### config.mk
export PLATFORM = sky130hd
export DESIGN_NAME = rfsi_status_irq
export DESIGN_NICKNAME = d
export VERILOG_FILES = /design/src/rtl/rfsi_peak_hold.v /design/src/rtl/rfsi_status_irq.v
export VERILOG_INCLUDE_DIRS = /design/src /design/src/rtl
export SDC_FILE = /design/constraint.sdc
export NUM_CORES = 1
export LEC_CHECK = 0
export BUFFER_PORTS_ARGS = -buffer_cell sky130_fd_sc_hd__buf_2
export CORE_ASPECT_RATIO = 0.75
export CORE_MARGIN = 5
export CORE_UTILIZATION = 54
export DETAILED_ROUTE_END_ITERATION = 8
export PLACE_DENSITY = 0.78
export REMOVE_ABC_BUFFERS = 1
export SYNTH_ARGS = -nofsm -noshare
export SYNTH_HDL_FRONTEND = slang
export SYNTH_SLANG_ARGS = --single-unit
### constraint.sdc
create_clock -name clock_i -period 3.5 [get_ports clock_i]
set_clock_uncertainty 0.15 [all_clocks]
set_input_delay 0.175 -clock clock_i [delete_from_list [all_inputs] [get_ports clock_i]]
set_output_delay 0.175 -clock clock_i [all_outputs]
set_load 0.005 [all_outputs]
### src/rtl/rfsi_regs.vh
// Register offsets, field positions, reset values and timing for the status block
`ifndef RFSI_REGS_VH
`define RFSI_REGS_VH

// Register offsets
`define RFSI_OFF_CHIP_CTRL 8'h00
`define RFSI_OFF_PROTO_CTRL 8'h01
`define RFSI_OFF_INT_STATUS 8'h0C
`define RFSI_OFF_COLL_HI_MASK 8'h0D
`define RFSI_OFF_COLL_LOW 8'h0E
`define RFSI_OFF_STRENGTH 8'h0F

// Interrupt status bit positions
`define RFSI_ST_TX 7
`define RFSI_ST_RX_START 6
`define RFSI_ST_FIFO 5
`define RFSI_ST_ERR1 4
`define RFSI_ST_ERR2 3
`define RFSI_ST_ERR3 2
`define RFSI_ST_COL 1
`define RFSI_ST_NORESP 0

// Control bit positions
`define RFSI_CHIP_SWAP_BIT 3
`define RFSI_PROTO_NO_CRC_BIT 7

// Strength register fields
`define RFSI_STR_OSC_BIT 6
`define RFSI_STR_AUX_LSB 3
`define RFSI_STR_MAIN_LSB 0

// Reset values
`define RFSI_RST_STATUS 8'h00
`define RFSI_RST_MASK 6'h3E
`define RFSI_RST_COLL 10'h000

// Timing
`define RFSI_CLK_MHZ 250
`define RFSI_OSC_STABLE_US 200

`endif

### src/rtl/rfsi_peak_hold.v
// Peak hold of one receive channel strength code
`timescale 1ns/1ps
module rfsi_peak_hold #(
   parameter WIDTH = 3
) (
   // Clock and reset
   input wire clock_i,
   input wire rst_n_i,
   // Control
   input wire clear_i,
   input wire sample_i,
   input wire [WIDTH-1:0] level_i,
   // Result
   output reg [WIDTH-1:0] peak_o
);

   always @(posedge clock_i or negedge rst_n_i) begin
      if (!rst_n_i) begin
         peak_o <= {WIDTH{1'b0}};
      end else if (clear_i) begin
         peak_o <= {WIDTH{1'b0}};
      end else if (sample_i && (level_i > peak_o)) begin
         peak_o <= level_i;
      end
   end

endmodule

### src/rtl/rfsi_status_irq.v
// Interrupt status, mask, collision position and strength registers
//
// Function
// Status clears at reset, enable low, protocol write
// Status read clears bits and drops IRQ
// Transmit bit set at start, IRQ at end
// Receive bit set at start of frame
// FIFO bit flags fill crossing thirds
// Reader CRC error only when CRC enabled
// Reader parity and framing error bits
// Collision when subcarrier pulses exceed limit
// No-response bit when wait time expires
// Transmit: decoder off, only FIFO/transmit change
// Receive: only B6 changes; IRQ at phase ends
// NFC protocol error and detection done bits
// NFC field reached or lost sets bit
// NFC collision avoidance done or failed bits
// Mask enables, reset value 0x3E
// Ten-bit collision position, cleared on read
// Non-Type-A protocols report error position
// Oscillator stable after about 200 us
// Aux and main strength codes
// Peak latched, reset at next transmission
// Swap bit exchanges receive inputs
// Masked events set status without IRQ
`timescale 1ns/1ps
`include "rfsi_regs.vh"
module rfsi_status_irq #(
   parameter FIFO_DEPTH = 128,
   parameter OSC_STABLE_CYCLES = `RFSI_OSC_STABLE_US * `RFSI_CLK_MHZ
) (
   // Clock and reset
   input wire clock_i,
   input wire rst_n_i,
   input wire enable_i,
   // Host register port
   input wire [7:0] reg_addr_i,
   input wire reg_wr_i,
   input wire reg_rd_i,
   input wire [7:0] reg_wdata_i,
   output reg [7:0] reg_rdata_o,
   output reg irq_o,
   // Mode
   input wire nfc_mode_i,
   input wire type_a_i,
   input wire rate_106_i,
   input wire col_six_pulses_i,
   // Transceiver phases
   input wire tx_start_i,
   input wire tx_end_i,
   input wire rx_sof_i,
   input wire rx_end_i,
   // FIFO
   input wire [7:0] fifo_count_i,
   // Reader events
   input wire crc_err_i,
   input wire parity_err_i,
   input wire framing_err_i,
   input wire [3:0] pulse_count_i,
   input wire bit_period_end_i,
   input wire noresp_expired_i,
   input wire [9:0] err_pos_i,
   // NFC events
   input wire protocol_err_i,
   input wire sdd_done_i,
   input wire field_ok_i,
   input wire ca_done_i,
   input wire ca_fail_i,
   // Oscillator and strength
   input wire osc_run_i,
   input wire [2:0] main_rx_input_i,
   input wire [2:0] aux_rx_input_i
);

   localparam PH_IDLE = 2'b00;
   localparam PH_TX = 2'b01;
   localparam PH_RX = 2'b10;

   reg [1:0] phase;
   reg [1:0] next_phase;
   reg [7:0] status;
   reg [7:0] next_status;
   reg [5:0] pend;
   reg [5:0] next_pend;
   reg [5:0] mask;
   reg [9:0] coll_pos;
   reg [9:0] next_coll_pos;
   reg swap;
   reg no_crc;
   reg field_prev;
   reg [1:0] fifo_zone;
   reg [16:0] osc_cnt;
   reg osc_ok;
   reg next_irq;
   reg [5:0] ev;
   reg [1:0] zone_now;
   reg collide;
   reg pos_hit;
   wire [2:0] ch_level [0:1];
   wire [2:0] ch_peak [0:1];
   wire wr_proto;
   wire rd_status;
   wire rd_hi;
   wire rd_low;
   wire clear_all;

   assign wr_proto = reg_wr_i && (reg_addr_i == `RFSI_OFF_PROTO_CTRL);
   assign rd_status = reg_rd_i && (reg_addr_i == `RFSI_OFF_INT_STATUS);
   assign rd_hi = reg_rd_i && (reg_addr_i == `RFSI_OFF_COLL_HI_MASK);
   assign rd_low = reg_rd_i && (reg_addr_i == `RFSI_OFF_COLL_LOW);
   assign clear_all = !enable_i || wr_proto;

   // Receive input swap
   assign ch_level[0] = swap ? aux_rx_input_i : main_rx_input_i;
   assign ch_level[1] = swap ? main_rx_input_i : aux_rx_input_i;

   // Strength peak per channel
   genvar gi;
   generate
      for (gi = 0; gi < 2; gi = gi + 1) begin : g_peak
         rfsi_peak_hold #(
            .WIDTH(3)
         ) u_peak (
            .clock_i(clock_i),
            .rst_n_i(rst_n_i),
            .clear_i(tx_start_i),
            .sample_i(phase != PH_TX),
            .level_i(ch_level[gi]),
            .peak_o(ch_peak[gi])
         );
      end
   endgenerate

   // FIFO fill zone: 2 high, 1 low, 0 middle
   always @* begin
      zone_now = 2'd0;
      if ({2'b00, fifo_count_i} * 10'd3 > FIFO_DEPTH * 2) begin
         zone_now = 2'd2;
      end else if ({2'b00, fifo_count_i} * 10'd3 < FIFO_DEPTH) begin
         zone_now = 2'd1;
      end
   end

   // Event decode for bits B4 to B0 plus FIFO
   always @* begin
      ev = 6'h00;
      collide = 1'b0;
      if (zone_now != fifo_zone && zone_now != 2'd0) begin
         ev[5] = 1'b1;
      end
      if (nfc_mode_i) begin
         ev[4] = protocol_err_i;
         ev[3] = sdd_done_i && rate_106_i;
         ev[2] = field_ok_i != field_prev;
         ev[1] = ca_done_i;
         ev[0] = ca_fail_i;
      end else begin
         ev[4] = crc_err_i && !no_crc;
         ev[3] = parity_err_i && type_a_i;
         ev[2] = framing_err_i;
         if (type_a_i && rate_106_i && bit_period_end_i) begin
            collide = col_six_pulses_i ? (pulse_count_i > 4'd6) : (pulse_count_i > 4'd7);
         end
         ev[1] = collide;
         ev[0] = noresp_expired_i;
      end
   end

   // Phase tracking
   always @* begin
      next_phase = phase;
      case (phase)
         PH_IDLE: begin
            if (tx_start_i) begin
               next_phase = PH_TX;
            end else if (rx_sof_i) begin
               next_phase = PH_RX;
            end
         end
         PH_TX: begin
            if (tx_end_i) begin
               next_phase = PH_IDLE;
            end
         end
         PH_RX: begin
            if (rx_end_i) begin
               next_phase = PH_IDLE;
            end
         end
         default: begin
            next_phase = PH_IDLE;
         end
      endcase
      if (clear_all) begin
         next_phase = PH_IDLE;
      end
   end

   // Status, pending and IRQ update; sets win over read clear
   always @* begin
      next_status = status;
      next_pend = pend;
      next_irq = irq_o;
      if (rd_status) begin
         next_status = `RFSI_RST_STATUS;
         next_irq = 1'b0;
      end
      case (phase)
         PH_TX: begin
            if (ev[5]) begin
               next_status[`RFSI_ST_FIFO] = 1'b1;
               if (mask[5]) begin
                  next_irq = 1'b1;
               end
            end
            if (tx_end_i) begin
               next_irq = 1'b1;
            end
         end
         PH_RX: begin
            next_pend = pend | ev;
            if (rx_end_i) begin
               next_status[5:0] = next_status[5:0] | pend | ev;
               next_irq = 1'b1;
            end
         end
         default: begin
            next_status[5:0] = next_status[5:0] | ev;
            if ((ev & mask) != 6'h00) begin
               next_irq = 1'b1;
            end
            if (tx_start_i) begin
               next_status[`RFSI_ST_TX] = 1'b1;
            end
            if (rx_sof_i && !tx_start_i) begin
               next_status[`RFSI_ST_RX_START] = 1'b1;
               next_pend = 6'h00;
            end
         end
      endcase
      if (clear_all) begin
         next_status = `RFSI_RST_STATUS;
         next_pend = 6'h00;
         next_irq = 1'b0;
      end
   end

   // Collision or error position capture
   always @* begin
      pos_hit = 1'b0;
      if (phase != PH_TX) begin
         pos_hit = type_a_i ? collide : (ev[4] | ev[3] | ev[2]);
      end
      next_coll_pos = coll_pos;
      if (rd_hi) begin
         next_coll_pos[9:8] = 2'b00;
      end
      if (rd_low) begin
         next_coll_pos[7:0] = 8'h00;
      end
      if (pos_hit) begin
         next_coll_pos = err_pos_i;
      end
      if (!enable_i) begin
         next_coll_pos = `RFSI_RST_COLL;
      end
   end

   always @(posedge clock_i or negedge rst_n_i) begin
      if (!rst_n_i) begin
         phase <= PH_IDLE;
         status <= `RFSI_RST_STATUS;
         pend <= 6'h00;
         irq_o <= 1'b0;
         coll_pos <= `RFSI_RST_COLL;
         field_prev <= 1'b0;
         fifo_zone <= 2'd1;
      end else begin
         phase <= next_phase;
         status <= next_status;
         pend <= next_pend;
         irq_o <= next_irq;
         coll_pos <= next_coll_pos;
         field_prev <= field_ok_i;
         fifo_zone <= zone_now;
      end
   end

   // Control registers
   always @(posedge clock_i or negedge rst_n_i) begin
      if (!rst_n_i) begin
         mask <= `RFSI_RST_MASK;
         swap <= 1'b0;
         no_crc <= 1'b0;
      end else if (!enable_i) begin
         mask <= `RFSI_RST_MASK;
         swap <= 1'b0;
         no_crc <= 1'b0;
      end else if (reg_wr_i) begin
         if (reg_addr_i == `RFSI_OFF_COLL_HI_MASK) begin
            mask <= reg_wdata_i[5:0];
         end
         if (reg_addr_i == `RFSI_OFF_CHIP_CTRL) begin
            swap <= reg_wdata_i[`RFSI_CHIP_SWAP_BIT];
         end
         if (wr_proto) begin
            no_crc <= reg_wdata_i[`RFSI_PROTO_NO_CRC_BIT];
         end
      end
   end

   // Oscillator settle counter
   always @(posedge clock_i or negedge rst_n_i) begin
      if (!rst_n_i) begin
         osc_cnt <= 17'd0;
         osc_ok <= 1'b0;
      end else if (!osc_run_i) begin
         osc_cnt <= 17'd0;
         osc_ok <= 1'b0;
      end else if (osc_cnt >= OSC_STABLE_CYCLES[16:0] - 17'd1) begin
         osc_ok <= 1'b1;
      end else begin
         osc_cnt <= osc_cnt + 17'd1;
      end
   end

   // Read data
   always @(posedge clock_i or negedge rst_n_i) begin
      if (!rst_n_i) begin
         reg_rdata_o <= 8'h00;
      end else if (reg_rd_i) begin
         case (reg_addr_i)
            `RFSI_OFF_INT_STATUS: begin
               reg_rdata_o <= status;
            end
            `RFSI_OFF_COLL_HI_MASK: begin
               reg_rdata_o <= {coll_pos[9:8], mask};
            end
            `RFSI_OFF_COLL_LOW: begin
               reg_rdata_o <= coll_pos[7:0];
            end
            `RFSI_OFF_STRENGTH: begin
               reg_rdata_o <= {1'b0, osc_ok, ch_peak[1], ch_peak[0]};
            end
            default: begin
               reg_rdata_o <= 8'h00;
            end
         endcase
      end
   end

endmodule

==> flow_summary.ini <==
[timing]
final.setup.worst_slack_ps = 913
grt_setup_unrepaired = false
timing_worst_slew_pin_value_ps = 815
maxSlewViolCount = 0
finalWorstPathRequiredPeriod_ps = 2590
setup_tns_ps = 0
final-setup-viol-count = 0
fmax_mhz = 387
hold_ws_ps = 16.2
report.final.hold_viol_count = 0
layout_worst_path_cycle_share_pct = 73.9
relSlewSlack_pct = 45.7

[synthesis]
synth_seq_cells = 70
postSynth.asyncResetShare_pct = 100
main_area_contributors_after_synthesis = dfrtp_1 38%, ha_1 5.4%, mux2i_1 5.0%
synthCells = 450
netlist-cell-type-count = 62
synth_area_um2 = 4190
postSynth.topFlopCell = dfrtp_1
synth_edf_count = 0
synth.most_common_cell = dfrtp_1
synth.avg_cell_area_um2 = 9.32
ys_seq_area_share_pct = 42.0
synth_top_area_share_pct = 38.2
synth.largest_area_cell = dfrtp_1
ys_top_cells_by_count = 64 x dfrtp_1, 39 x nand2_1, 38 x nor2_1, 32 x a21oi_1, 30 x inv_1
yosys_warnings = 0

[drt]
dr_total_vias = 3873
wirelength_routed_um = 11100
vias_per_cell = 5.97
drt_iter0_markers = 321
drcViolationCount = 0
drt_pass1_iterations = 6
antenna_left = 0
wl_per_cell_um = 17.0

[cells_and_area]
final_cell_count_no_fill = 649
layout-drive-gt1-share_pct = 21.0
syn_to_final_growth_pct = 21.8
multiInputGateArea_um2 = 2240
layout.area.seq_um2 = 1760
diodes = 0
stdcell_area_um2 = 5110
nets = 630
filler_cell_count = 578

[place]
dpl.cell_count = 610
placed_cell_area_um2 = 4650
port_buffer_count = 75
dp_worst_setup_slack_ps = 761
gp_routability_congestion = 0.885
detailed_place_hpwl_um = 8110

[power_and_ir_drop]
vdd_drop_max_mv = 0.178
power_per_cell_area_nw_per_um2 = 397
p_leak_uw = 0.00235

[clock_network]
clkLatencyLatePin_ps = 350
clockBufferDepth = 2
path_clk_slew_ps = 70
cts-root-buf = clkbuf_8
cts.repair_timing.setup_buffer_count = 0
cts_tree = built
cts.sink_count = 70
cts_hold_buffers = 23
resized_gates_after_cts = 0
inserted_clock_buffers = 9
ctsHtreeMaxLevel = 3

[global_routing]
via_count_of_the_first_global_routing_pass = 3829
antenna_violations_before_repair = 0
grtUsageTotal_pct = 23.6
largest_net_degree_at_the_start_of_global_routing = 38
first_pass_grt_wire_length_um = 18700
grt_remaining_overflow = 0

[floorplan]
initial_utilization_pct = 56.2
fp.coreArea_um2 = 7470
io_pins = 77
dieArea_um2 = 9640
fp.dieW_um = 112
fp-row-count = 27
chipHeight_um = 86.3

[outcome]
run_status = completed

[flow_run]
count_of_max_cap_constraint_violations = 0

[critical_path]
worstPathRequired_ps = 3580
critPathLaunchType = flop
cp-end-kind = flop
timing_worst_setup_path_type = flop to flop
cp_max_fo = 7
arrival_ps = 2670

[hold_path]
min_path_type = primary input to flop
==> state kept, by name, summed over array words and instances, names as in the netlist, 2 cells and up <==
name                  count
g_peak.u_peak.peak_o      6
pend                      6
mask                      6
coll_pos                 10
fifo_zone                 2
status                    8
phase                     2
osc_cnt                  17
reg_rdata_o               8
==> cell families (layout without fill, tap and decap cells) <==
| kind of cell | after synthesis | count (layout) | synth area share [%] |
|---|---|---|---|
| and+or+nand+nor | 148 | 148 | 18.5 |
| AOI/OAI and AO/OA | 131 | 131 | 21.1 |
| DFF | 70 | 70 | 42.0 |
| buffers and inverters | 50 | 148 | 4.66 |
| muxes | 27 | 27 | 6.89 |
| adders and majority gates | 19 | 19 | 5.85 |
| xor gates and xnor gates | 5 | 5 | 1.04 |
==> layer usage <==
| metal | vias to the layer above | track usage (%) | routed length (um) | share of wire [%] |
|---|---|---|---|---|
| met5 | - | 0 | 0 | 0 |
| met4 | 0 | 3.31 | 92 | 0.83 |
| met3 | 11 | 6.21 | 945 | 8.5 |
| met2 | 178 | 37.6 | 5020 | 45 |
| met1 | 1849 | 33.4 | 4990 | 45 |
| li1 | 1835 | - | - | - |
==> cell type report <==
cell class	instances	area share, %
clock inverters	5	1.59
multi-input cells	330	43.8
flip-flops and latches	70	34.4
repair buffers	102	12.7
inverters	30	2.20
well taps	101	2.47
clock buffers	11	2.77
==> through the flow <==
stage	util (%)	power (uW)
after global placement	62.3	1270
after CTS	68.4	2030
after global routing	68.4	2130
after detailed placement	62.3	1280
final	68.4	2030
after floorplan	-	1140
==> cell usage in the layout (no fill, tap or decap), types with 8 or more instances in the layout <==
cell,netlist,routed
nand2_1,39,39
nor2_1,38,38
inv_1,30,30
a21oi_1,32,32
dlygate4sd3_1,0,23
nor2b_1,8,8
clkbuf_8,0,10
o21ai_0,21,21
nand3_1,9,9
mux2i_1,21,21
a22o_1,9,9
ha_1,18,18
nand4_1,8,8
buf_2,6,75
dfrtp_1,64,64
==> worst paths after layout <==
kind	cells past startpoint	endpoint	slack (ps)	startpoint
max in group asynchronous	3	fifo_zone[0]	2160	rst_n_i
max	7	g_peak[1].u_peak.peak_o[1]	910	swap
min reg2reg	1	coll_pos[2]	370	coll_pos[2]
min	3	status[5]	20	rx_end_i
min in group asynchronous	2	coll_pos[5]	310	rst_n_i
max reg2reg	7	g_peak[1].u_peak.peak_o[1]	910	swap
==> worst max-delay path: stages, from the launching register on <==
cell      delay (ps)
dfrtp_1          560
mux2_2           410
ha_1             300
a21o_1           110
a21oi_1           50
a311oi_1         560
mux2i_1          270
nor2_1            50
==> where the power goes <==
group | switching, uW | internal, uW | leakage, uW
registers | 39.4 | 857 | 0.000928
clock network | 311 | 422 | 0.000110
logic | 218 | 178 | 0.00131
total | 569 | 1460 | 0.00235
(Power assumes the default switching activity.)
